$ cat src/inc/line_port_consts.vh
// register offsets, field positions, reset values and clock figures for the line port
// register bank; assumes a 16-bit dsp address space and an 8-bit host address space
`ifndef LINE_PORT_CONSTS_VH
`define LINE_PORT_CONSTS_VH

`define OFS_CHANNEL_IRQ_ENABLE 16'hd002
`define OFS_FRAME_EVENT_STATUS 16'hd003
`define OFS_STAT_COUNT_VALUE 16'hd004
`define OFS_STAT_COUNT_LIMIT 16'hd005
`define OFS_LINE_CLOCK3_CONTROL 16'hd08d
`define OFS_HOST_INTERFACE_CONFIG 16'hd148
`define OFS_PIN_SHARING_CONTROL 16'hd14a
`define HOST_OFS_INTERFACE_CONFIG 8'h48

`define LCLK_RATE_LSB 0
`define LCLK_RATE_MSB 1
`define LCLK_OUT_EN_BIT 2
`define BACKPLANE_REUSE_BIT 0
`define PCM02_REUSE_BIT 1
`define PCM13_REUSE_BIT 2
`define TABLE_WRITE_EN_BIT 8
`define FRAME_RATE_SEL_BIT 9
`define IRQ_ENABLE_BIT 0
`define BOTH_SYNC_BIT 0
`define BACKPLANE_SYNC_BIT 1
`define PCM_SYNC_BIT 2
`define CFG_DMA_BIT 0
`define CFG_FLYBY_BIT 1
`define CFG_PEC_BIT 2
`define CFG_ACK_MODE_BIT 3
`define CFG_IRQ_EN_BIT 4
`define CFG_IRQ_PUSHPULL_BIT 5
`define CFG_IRQ_POL_BIT 6
`define CFG_DRQ_POL_BIT 7
`define CFG_MODE_BIT 8

`define RST_LINE_CLOCK3 3'h0
`define RST_PIN_SHARING 3'h0
`define RST_IRQ_ENABLE 1'h0
`define RST_FRAME_EVENTS 3'h0
`define RST_STAT_LIMIT 8'h00
`define RST_HOST_CONFIG 8'h00
`define RST_DSP_STATUS_TWO 2'h0

// cycles after internal release before the mode strap level is trusted
`define MODE_SETTLE_COUNT 3'h5

// clock figures in khz; the nco increment is derived from these
`define MCLK_KHZ 32'd200000
`define LCLK_BASE_KHZ 32'd2048

`endif

$ cat src/design/sync_rise.v
// three-flop synchroniser for one pin with a filtered level and a rising-edge pulse;
// assumes the pin is asynchronous to clk and held for at least three clk cycles
module sync_rise (
  input wire clk,
  input wire rst_n,
  input wire pin,
  output reg level,
  output reg rise
);
  reg s1_r;
  reg s2_r;
  reg s3_r;

  // s1_r feeds only s2_r; a change counts once s2_r and s3_r agree
  always @(posedge clk or negedge rst_n)
  begin
    if (!rst_n)
    begin
      s1_r <= 1'b0;
      s2_r <= 1'b0;
      s3_r <= 1'b0;
      level <= 1'b0;
      rise <= 1'b0;
    end
    else
    begin
      s1_r <= pin;
      s2_r <= s1_r;
      s3_r <= s2_r;
      if (s2_r == s3_r)
        level <= s3_r;
      rise <= (s2_r == s3_r) && s3_r && !level;
    end
  end
endmodule // sync_rise

$ cat src/design/line_clock_nco.v
// phase accumulator that makes the line clock from mclk at one of four rates;
// assumes mclk at MCLK_KHZ; edges jitter by one mclk period since rates do not divide
`include "line_port_consts.vh"
module line_clock_nco (
  input wire clk,
  input wire rst_n,
  input wire run,
  input wire [1:0] rate,
  output reg clk_out
);
  wire [31:0] base_khz;
  wire [63:0] quo;
  reg [31:0] acc_r;

  assign base_khz = `LCLK_BASE_KHZ << rate;
  assign quo = ({32'h0, base_khz} << 32) / {32'h0, `MCLK_KHZ};

  always @(posedge clk or negedge rst_n)
  begin
    if (!rst_n)
    begin
      acc_r <= 32'h0;
      clk_out <= 1'b0;
    end
    else
    begin
      // held at zero while stopped so the first output period is whole
      acc_r <= run ? acc_r + quo[31:0] : 32'h0;
      clk_out <= run & acc_r[31];
    end
  end
endmodule // line_clock_nco

$ cat src/design/line_port_regs.v
// control and status registers of the line interface controller: line clock three,
// pin sharing, dsp status two, channel irq mask, frame events, statistics, host config;
// assumes single-cycle dsp and host strobes synchronous to mclk and frame pins async
`include "line_port_consts.vh"

module line_port_regs (
  input wire mclk,
  input wire rst_b,
  input wire [15:0] dsp_addr,
  input wire dsp_wr,
  input wire dsp_rd,
  input wire [15:0] dsp_wdata,
  output reg [15:0] dsp_rdata,
  input wire dsp_status_two_wr,
  input wire [15:0] dsp_status_two_wdata,
  input wire [7:0] host_addr,
  input wire host_wr,
  input wire host_rd,
  input wire [7:0] host_wdata,
  output reg [7:0] host_rdata,
  input wire line_clock_pin_three_in,
  output reg line_clock_pin_three_out,
  output reg line_clock_pin_three_oe_b,
  output reg line_clock_seen,
  output reg backplane_pin_reuse,
  output reg pcm02_pin_reuse,
  output reg pcm13_pin_reuse,
  output reg frame_rate_select,
  output reg table_write_enable,
  input wire table_wr_req,
  input wire [1:0] table_sel,
  output reg [2:0] table_wr_grant,
  input wire serial_irq_req,
  output reg serial_irq_out,
  input wire pcm_frame_sync_pin,
  input wire backplane_frame_sync_pin,
  input wire stat_event,
  output reg stat_count_at_limit,
  output reg dma_enable,
  output reg flyby_select,
  output reg peripheral_event_transfer,
  input wire interrupt_ack_pin,
  output reg vector_drive,
  input wire host_irq_req,
  output reg host_interrupt_pin_out,
  output reg host_interrupt_pin_oe_b,
  input wire dma_req_rx,
  input wire dma_req_tx,
  output reg [1:0] dma_request_pins,
  input wire mode_pin
);

  ////////////////////////////////////////////////////////////////////////////////////
  // reset release and pin synchronisers

  reg rst_meta_r;
  reg rst_n_r;
  wire pcm_fs_rise;
  wire bp_fs_rise;
  wire lclk_in_level;
  wire ack_level;
  wire ack_rise;
  wire mode_level;
  wire nco_clk;

  always @(posedge mclk or negedge rst_b)
  begin
    if (!rst_b)
    begin
      rst_meta_r <= 1'b0;
      rst_n_r <= 1'b0;
    end
    else
    begin
      rst_meta_r <= 1'b1;
      rst_n_r <= rst_meta_r;
    end
  end

  sync_rise u_pcm_fs (
    .clk(mclk),
    .rst_n(rst_n_r),
    .pin(pcm_frame_sync_pin),
    .level(),
    .rise(pcm_fs_rise)
  );

  sync_rise u_bp_fs (
    .clk(mclk),
    .rst_n(rst_n_r),
    .pin(backplane_frame_sync_pin),
    .level(),
    .rise(bp_fs_rise)
  );

  sync_rise u_lclk_in (
    .clk(mclk),
    .rst_n(rst_n_r),
    .pin(line_clock_pin_three_in),
    .level(lclk_in_level),
    .rise()
  );

  sync_rise u_ack (
    .clk(mclk),
    .rst_n(rst_n_r),
    .pin(interrupt_ack_pin),
    .level(ack_level),
    .rise(ack_rise)
  );

  sync_rise u_mode (
    .clk(mclk),
    .rst_n(rst_n_r),
    .pin(mode_pin),
    .level(mode_level),
    .rise()
  );

  ////////////////////////////////////////////////////////////////////////////////////
  // register storage and decode

  reg [2:0] line_clock_pin_three_ctrl_r;
  reg [2:0] pin_share_r;
  reg [1:0] status_two_r;
  reg irq_enable_bit_r;
  reg [2:0] events_r;
  reg [2:0] events_nxt;
  reg [7:0] stat_count_r;
  reg [7:0] stat_count_nxt;
  reg stat_read_seen_r;
  reg [7:0] stat_limit_r;
  reg [7:0] host_cfg_r;
  reg mode_caught_r;
  reg [2:0] mode_wait_r;
  reg [1:0] ack_count_r;
  reg [15:0] rdata_nxt;
  wire wr_line_clock_pin_three;
  wire wr_share;
  wire wr_irq_en;
  wire wr_count;
  wire wr_limit;
  wire rd_events;
  wire rd_count;
  wire irq_level;

  assign wr_line_clock_pin_three = dsp_wr && (dsp_addr == `OFS_LINE_CLOCK3_CONTROL);
  assign wr_share = dsp_wr && (dsp_addr == `OFS_PIN_SHARING_CONTROL);
  assign wr_irq_en = dsp_wr && (dsp_addr == `OFS_CHANNEL_IRQ_ENABLE);
  assign wr_count = dsp_wr && (dsp_addr == `OFS_STAT_COUNT_VALUE);
  assign wr_limit = dsp_wr && (dsp_addr == `OFS_STAT_COUNT_LIMIT);
  assign rd_events = dsp_rd && (dsp_addr == `OFS_FRAME_EVENT_STATUS);
  assign rd_count = dsp_rd && (dsp_addr == `OFS_STAT_COUNT_VALUE);

  always @(posedge mclk or negedge rst_n_r)
  begin
    if (!rst_n_r)
    begin
      line_clock_pin_three_ctrl_r <= `RST_LINE_CLOCK3;
      pin_share_r <= `RST_PIN_SHARING;
      status_two_r <= `RST_DSP_STATUS_TWO;
      irq_enable_bit_r <= `RST_IRQ_ENABLE;
      stat_limit_r <= `RST_STAT_LIMIT;
      host_cfg_r <= `RST_HOST_CONFIG;
    end
    else
    begin
      if (wr_line_clock_pin_three)
        line_clock_pin_three_ctrl_r <= dsp_wdata[`LCLK_OUT_EN_BIT:`LCLK_RATE_LSB];
      if (wr_share)
        pin_share_r <= dsp_wdata[`PCM13_REUSE_BIT:`BACKPLANE_REUSE_BIT];
      // only bits 9 and 8 are kept, the rest of the word is dropped
      if (dsp_status_two_wr)
        status_two_r <= dsp_status_two_wdata[`FRAME_RATE_SEL_BIT:`TABLE_WRITE_EN_BIT];
      if (wr_irq_en)
        irq_enable_bit_r <= dsp_wdata[`IRQ_ENABLE_BIT];
      if (wr_limit)
        stat_limit_r <= dsp_wdata[7:0];
      if (host_wr && (host_addr == `HOST_OFS_INTERFACE_CONFIG))
        host_cfg_r <= host_wdata;
    end
  end

  ////////////////////////////////////////////////////////////////////////////////////
  // frame events, set wins over the read clear

  always @*
  begin
    events_nxt = rd_events ? 3'h0 : events_r;
    if (pcm_fs_rise)
      events_nxt[`PCM_SYNC_BIT] = 1'b1;
    if (bp_fs_rise)
      events_nxt[`BACKPLANE_SYNC_BIT] = 1'b1;
    if (events_nxt[`PCM_SYNC_BIT] && events_nxt[`BACKPLANE_SYNC_BIT] && (pcm_fs_rise || bp_fs_rise))
      events_nxt[`BOTH_SYNC_BIT] = 1'b1;
  end

  always @(posedge mclk or negedge rst_n_r)
  begin
    if (!rst_n_r)
      events_r <= `RST_FRAME_EVENTS;
    else
      events_r <= events_nxt;
  end

  ////////////////////////////////////////////////////////////////////////////////////
  // statistics counter; no reset on purpose so a chip reset keeps the count

  always @*
  begin
    stat_count_nxt = stat_count_r;
    if (stat_event && (stat_count_r != stat_limit_r))
      stat_count_nxt = stat_count_r + 8'h01;
    if (bp_fs_rise && (stat_read_seen_r || rd_count))
      stat_count_nxt = 8'h00;
    if (wr_count)
      stat_count_nxt = dsp_wdata[7:0];
  end

  always @(posedge mclk)
  begin
    stat_count_r <= stat_count_nxt;
  end

  // a read in the same cycle as the sync counts toward that sync
  always @(posedge mclk or negedge rst_n_r)
  begin
    if (!rst_n_r)
      stat_read_seen_r <= 1'b0;
    else if (bp_fs_rise)
      stat_read_seen_r <= 1'b0;
    else if (rd_count)
      stat_read_seen_r <= 1'b1;
  end

  ////////////////////////////////////////////////////////////////////////////////////
  // mode strap caught on the first settled cycle after release

  always @(posedge mclk or negedge rst_n_r)
  begin
    if (!rst_n_r)
    begin
      mode_caught_r <= 1'b0;
      mode_wait_r <= 3'h0;
    end
    else if (mode_wait_r != `MODE_SETTLE_COUNT)
    begin
      // waits out the three synchroniser stages before trusting the level
      mode_wait_r <= mode_wait_r + 3'h1;
      mode_caught_r <= mode_level;
    end
  end

  ////////////////////////////////////////////////////////////////////////////////////
  // read data, one cycle after the strobe

  always @*
  begin
    rdata_nxt = 16'h0000;
    case (dsp_addr)
      `OFS_CHANNEL_IRQ_ENABLE: rdata_nxt[`IRQ_ENABLE_BIT] = irq_enable_bit_r;
      `OFS_FRAME_EVENT_STATUS: rdata_nxt[2:0] = events_r;
      `OFS_STAT_COUNT_VALUE: rdata_nxt[7:0] = stat_count_r;
      `OFS_STAT_COUNT_LIMIT: rdata_nxt[7:0] = stat_limit_r;
      `OFS_PIN_SHARING_CONTROL: rdata_nxt[2:0] = pin_share_r;
      `OFS_HOST_INTERFACE_CONFIG: rdata_nxt = {7'h00, mode_caught_r, host_cfg_r};
      default: rdata_nxt = 16'h0000;
    endcase
  end

  always @(posedge mclk or negedge rst_n_r)
  begin
    if (!rst_n_r)
    begin
      dsp_rdata <= 16'h0000;
      host_rdata <= 8'h00;
    end
    else
    begin
      if (dsp_rd)
        dsp_rdata <= rdata_nxt;
      if (host_rd)
        host_rdata <= (host_addr == `HOST_OFS_INTERFACE_CONFIG) ? host_cfg_r : 8'h00;
    end
  end

  ////////////////////////////////////////////////////////////////////////////////////
  // line clock three

  line_clock_nco u_nco (
    .clk(mclk),
    .rst_n(rst_n_r),
    .run(line_clock_pin_three_ctrl_r[`LCLK_OUT_EN_BIT]),
    .rate(line_clock_pin_three_ctrl_r[`LCLK_RATE_MSB:`LCLK_RATE_LSB]),
    .clk_out(nco_clk)
  );

  always @(posedge mclk or negedge rst_n_r)
  begin
    if (!rst_n_r)
    begin
      line_clock_pin_three_out <= 1'b0;
      line_clock_pin_three_oe_b <= 1'b1;
      line_clock_seen <= 1'b0;
    end
    else
    begin
      line_clock_pin_three_out <= nco_clk;
      line_clock_pin_three_oe_b <= !line_clock_pin_three_ctrl_r[`LCLK_OUT_EN_BIT];
      // as input the rate field is ignored and the pin clock is passed on
      line_clock_seen <= line_clock_pin_three_ctrl_r[`LCLK_OUT_EN_BIT] ? nco_clk : lclk_in_level;
    end
  end

  ////////////////////////////////////////////////////////////////////////////////////
  // pin sharing, frame rate, scrambler tables and channel irq

  always @(posedge mclk or negedge rst_n_r)
  begin
    if (!rst_n_r)
    begin
      backplane_pin_reuse <= 1'b0;
      pcm02_pin_reuse <= 1'b0;
      pcm13_pin_reuse <= 1'b0;
      frame_rate_select <= 1'b0;
      table_write_enable <= 1'b0;
      table_wr_grant <= 3'h0;
      serial_irq_out <= 1'b0;
      stat_count_at_limit <= 1'b0;
    end
    else
    begin
      backplane_pin_reuse <= pin_share_r[`BACKPLANE_REUSE_BIT];
      pcm02_pin_reuse <= pin_share_r[`PCM02_REUSE_BIT];
      pcm13_pin_reuse <= pin_share_r[`PCM13_REUSE_BIT];
      frame_rate_select <= status_two_r[1];
      table_write_enable <= status_two_r[0];
      // test mode: only table 0 takes writes; software sequences the enable
      table_wr_grant[0] <= table_wr_req && (table_sel == 2'd0);
      table_wr_grant[1] <= table_wr_req && (table_sel == 2'd1) && status_two_r[0];
      table_wr_grant[2] <= table_wr_req && (table_sel == 2'd2) && status_two_r[0];
      serial_irq_out <= serial_irq_req && irq_enable_bit_r;
      stat_count_at_limit <= (stat_count_r == stat_limit_r);
    end
  end

  ////////////////////////////////////////////////////////////////////////////////////
  // host interface pins

  assign irq_level = (host_irq_req && host_cfg_r[`CFG_IRQ_EN_BIT]) ~^ host_cfg_r[`CFG_IRQ_POL_BIT];

  always @(posedge mclk or negedge rst_n_r)
  begin
    if (!rst_n_r)
    begin
      dma_enable <= 1'b0;
      flyby_select <= 1'b0;
      peripheral_event_transfer <= 1'b0;
      host_interrupt_pin_out <= 1'b1;
      host_interrupt_pin_oe_b <= 1'b1;
      dma_request_pins <= 2'h0;
      ack_count_r <= 2'h0;
      vector_drive <= 1'b0;
    end
    else
    begin
      dma_enable <= host_cfg_r[`CFG_DMA_BIT];
      flyby_select <= host_cfg_r[`CFG_FLYBY_BIT];
      peripheral_event_transfer <= host_cfg_r[`CFG_PEC_BIT];
      host_interrupt_pin_out <= irq_level;
      // open drain pulls low only; push-pull drives both levels
      host_interrupt_pin_oe_b <= host_cfg_r[`CFG_IRQ_PUSHPULL_BIT] ? 1'b0 : irq_level;
      dma_request_pins[0] <= (dma_req_rx && host_cfg_r[`CFG_DMA_BIT])
        ^ host_cfg_r[`CFG_DRQ_POL_BIT];
      dma_request_pins[1] <= (dma_req_tx && host_cfg_r[`CFG_DMA_BIT])
        ^ host_cfg_r[`CFG_DRQ_POL_BIT];
      if (!host_irq_req)
        ack_count_r <= 2'h0;
      else if (ack_rise && (ack_count_r != 2'h2))
        ack_count_r <= ack_count_r + 2'h1;
      if (!ack_level)
        vector_drive <= 1'b0;
      else if (ack_rise && host_irq_req)
        vector_drive <= host_cfg_r[`CFG_ACK_MODE_BIT] ? (ack_count_r == 2'h1)
          : (ack_count_r == 2'h0);
    end
  end

endmodule // line_port_regs

$ cat config.mk
export PLATFORM = sky130hd
export DESIGN_NAME = line_port_regs
export DESIGN_NICKNAME = d
export VERILOG_FILES = /design/src/design/sync_rise.v /design/src/design/line_clock_nco.v /design/src/design/line_port_regs.v
export VERILOG_INCLUDE_DIRS = /design/src /design/src/inc
export SDC_FILE = /design/constraint.sdc
export NUM_CORES = 1
export LEC_CHECK = 0
export CAP_MARGIN = 5
export CORE_MARGIN = 1.5
export CORE_UTILIZATION = 50
export DETAILED_ROUTE_END_ITERATION = 10
export DONT_BUFFER_PORTS = 1
export HOLD_SLACK_MARGIN = 0.12
export PLACE_DENSITY = 0.74
export SLEW_MARGIN = 20
export SYNTH_ARGS = -nofsm -noshare
export SYNTH_HDL_FRONTEND = slang
export SYNTH_HIERARCHICAL = 1
export SYNTH_SLANG_ARGS = --single-unit
export TNS_END_PERCENT = 100
$ cat constraint.sdc
create_clock -name mclk -period 4.3 [get_ports mclk]
set_input_delay 0.86 -clock mclk [delete_from_list [all_inputs] [get_ports mclk]]
set_output_delay 0.86 -clock mclk [all_outputs]
set_load 0.05 [all_outputs]
==> results.txt <==
----------------------------------------------------
[Clocking]
  Root buf cell ... clkbuf_16
  Number of H-tree levels ... 4
  Clock buffer depth ... 2
  Clock buffer count from CTS ... 17
  Insertion delay of the later-clocked pin in the worst-skew pair ... 0.41 ns
  Number of clock sinks ... 139
  Clock input transition at the sequential cells of the worst setup and hold paths ... 0.07 ns
  CTS tree ... built

[Drt]
  Via density per instance ... 5.774
  WL per Instance ... 18.53 µm
  Length of the first detailed-routing pass in iterations ... 5
  Final Routed Wirelength ... 22090 µm
  Violation count after the first detailed-route iteration ... around 410
  Total DRC errors in the routed layout ... 0
  Number of antenna-violating nets in the routed design ... 0
  DR vias ... 6883

[Yosys]
  Number of warnings printed during yosys synthesis ... 6
  Cell area after technology mapping ... 0.008403 mm²
  Post-synthesis area per instance ... about 10 µm²
  Cell count after synthesis ... 844

[Power]
  Leakage power ... 4.722 nW
  Power Dens Cells ... 292.9 mW/mm²
  Total design power ... 3.074 mW
  Worst ir drop on vdd ... between 0.3 and 0.4 mV

[Critical path]
  Category of the most critical setup path ... register to register
  Worst reg-to-reg path cell count ... 26
  Critical path data arrival time ... 5.72 ns
  Launch point of the worst reg-to-reg path ... line_clock_pin_three_ctrl_r[0]$_DFFE_PN0P_
  Type of origin of the critical path ... register
  Endpoint type of the worst setup path ... register
  Endpoint of the worst setup timing path ... u_nco/acc_r[30]$_DFF_PN0_
  Required time of the critical path ... 4.56 ns
  Timing startpoint of the critical path ... line_clock_pin_three_ctrl_r[0]$_DFFE_PN0P_
  Peak fanout along the critical path ... 5
  Setup slack, reg-to-reg ... -1.15 ns
  RR Endpoint ... u_nco/acc_r[30]$_DFF_PN0_

[Die]
  Core Box Area ... 0.01652 mm²
  Die Width ... 132.6 µm
  Die height ... 132.6 µm
  Initial Util ... 50.85%
  Boundary Pins ... roughly 130
  Placement row count ... 47
  Total die area ... roughly 0.018 mm²

[Placed design]
  Dpl cell area ... 0.009468 mm²
  HPWL reported at the end of detailed placement ... 15500 µm
  Weighted congestion at the end of routability-driven global placement ... slightly above 0.9
  Number of I/O port buffers ... 0

[Timing]
  Number of endpoints with negative hold slack in the final report ... 0
  Setup repair after global routing missed its margin ... true
  Relative slew slack ... 40.64%
  Endpoints failing setup ... 22
  Crit share post-route ... 126.8%
  Final worst clock skew ... 0.006817 ns
  Max-slew violation count ... 0
  Slew at the pin with the worst max-slew slack ... 0.8894 ns
  Fin crit period ... 5.451 ns
  Highest clock rate ... 183.5 MHz
  Least setup slack across all paths after layout ... -1.151 ns

[Finish]
  Commonest cells after routing, fill and taps aside ... 125 x dfrtp_1, 113 x buf_4, 69 x nor2_1
  Total Nets Final ... 1104
  Design area ... roughly 0.010 mm²
  Area growth from synthesis to layout ... 24.91%
  Total inserted antenna cells ... 0
  Leading cell type in the layout, fill and taps excluded ... dfrtp_1
  Final Util ... 63.52%
  Share of layout cells above drive strength 1 ... between 20 and 30%

[Job]
  Maximum capacitance violations ... 0

[Run status]
  Run status ... complete, but fails checks
  Violations in the final reports ... setup timing

[Worst hold path]
  Classification of the worst-slack hold path ... register to register

[GRT]
  Largest net degree at the start of global routing ... 54
  Gr usage total ... 25.94%
  Vias in the first global route ... 7209
  Total overflow reported by the global router ... 0
  Wire length of the first global-routing pass ... 36150 µm
  Number of antenna violations at the first check in global routing ... 0

----------------------------------------------------
flip-flops by register name, indices dropped and copies added (netlist names), 8 cells and up:
| name | cells |
|---|---|
| stat_limit_r | 8 |
| stat_count_r | 8 |
| host_rdata | 8 |
| dsp_rdata | 9 |
| host_cfg_r | 8 |
| u_nco/acc_r | 32 |
power by group:
part	switching [mW]	leakage, nW	total, mW	internal, mW
clock	0.624	0.290	1.47	0.843
sequential	0.103	1.79	1.47	1.37
combinational	0.0715	2.65	0.135	0.0632
cell type report:
type	count	area (µm²)
fillers	1275	6028
multi-input cells	643	5007
flip-flops and latches	139	3528
repair buffers	120	943.4
clock buffers	19	442.9
well taps	220	275.3
clock inverters	13	151.4
inverters	38	147.6
routing by layer:
layer  vias to the layer above  global-route usage, %  wire length [µm]  part of all wire, %
li1                       3229                      -                 -                    -
met1                      3359                  31.89              9060                   41
met2                       260                  45.11             11200                   51
met3                        35                  6.015              1342                  6.1
met4                         0                  8.608               488                  2.2
met5                         -                      0                 0                    0
metrics by stage:
stage          TNS (ns)  hold WS, ns  worst slack [ns]  instances
2_1_floorplan    -12.24       0.3312            -1.029        851
3_3_place_gp     -16.18       0.3327            -1.179       1147
3_5_place_dp     -17.76       0.3363            -1.268       1147
4_1_cts          -15.97       0.1220            -1.136       1188
5_1_grt          -21.94       0.3602            -1.421       1192
6_report         -16.74       0.3474            -1.151       1192
what timing repair did:
action | CTS | global route
buffers inserted | 10 | 11
gates resized for setup | 38 | 36
hold buffers | 0 | 1
endpoints found under the hold margin | 0 | 2
endpoints found under the setup margin | 23 | 23
pin swaps | 22 | 46
worst min-delay path by stage:
stage	startpoint	to	slack, ns	cells past startpoint
5_1_grt	u_pcm_fs/s1_r$_DFF_PN0_	u_pcm_fs/s2_r$_DFF_PN0_	0.36	0
3_3_place_gp	u_mode/s1_r$_DFF_PN0_	u_mode/s2_r$_DFF_PN0_	0.33	0
3_5_place_dp	rst_meta_r$_DFF_PN0_	rst_n_r$_DFF_PN0_	0.34	0
4_1_cts	rst_b	rst_meta_r$_DFF_PN0_	0.12	0
2_1_floorplan	rst_meta_r$_DFF_PN0_	rst_n_r$_DFF_PN0_	0.33	0
6_report	u_lclk_in/s1_r$_DFF_PN0_	u_lclk_in/s2_r$_DFF_PN0_	0.35	0
worst max-delay path, stage by stage (launching register included):
cell	delay, ns
dfrtp_2	0.47
ha_4	0.20
clkinv_4	0.05
ha_4	0.13
or3b_1	0.34
a211o_1	0.31
and3_4	0.17
o311ai_4	0.22
nor4b_4	0.24
o21a_2	0.21
a21o_4	0.12
a21oi_4	0.05
o21a_2	0.23
a211o_1	0.31
o2111ai_2	0.09
ha_4	0.26
a21oi_4	0.12
nor2b_2	0.06
o31a_1	0.27
a311o_1	0.33
a21oi_2	0.20
a41o_1	0.22
a21oi_2	0.09
a41o_1	0.24
o22ai_2	0.16
xor2_1	0.15
nor2_1	0.05
No activity file was read; power rests on OpenSTA's default activity.
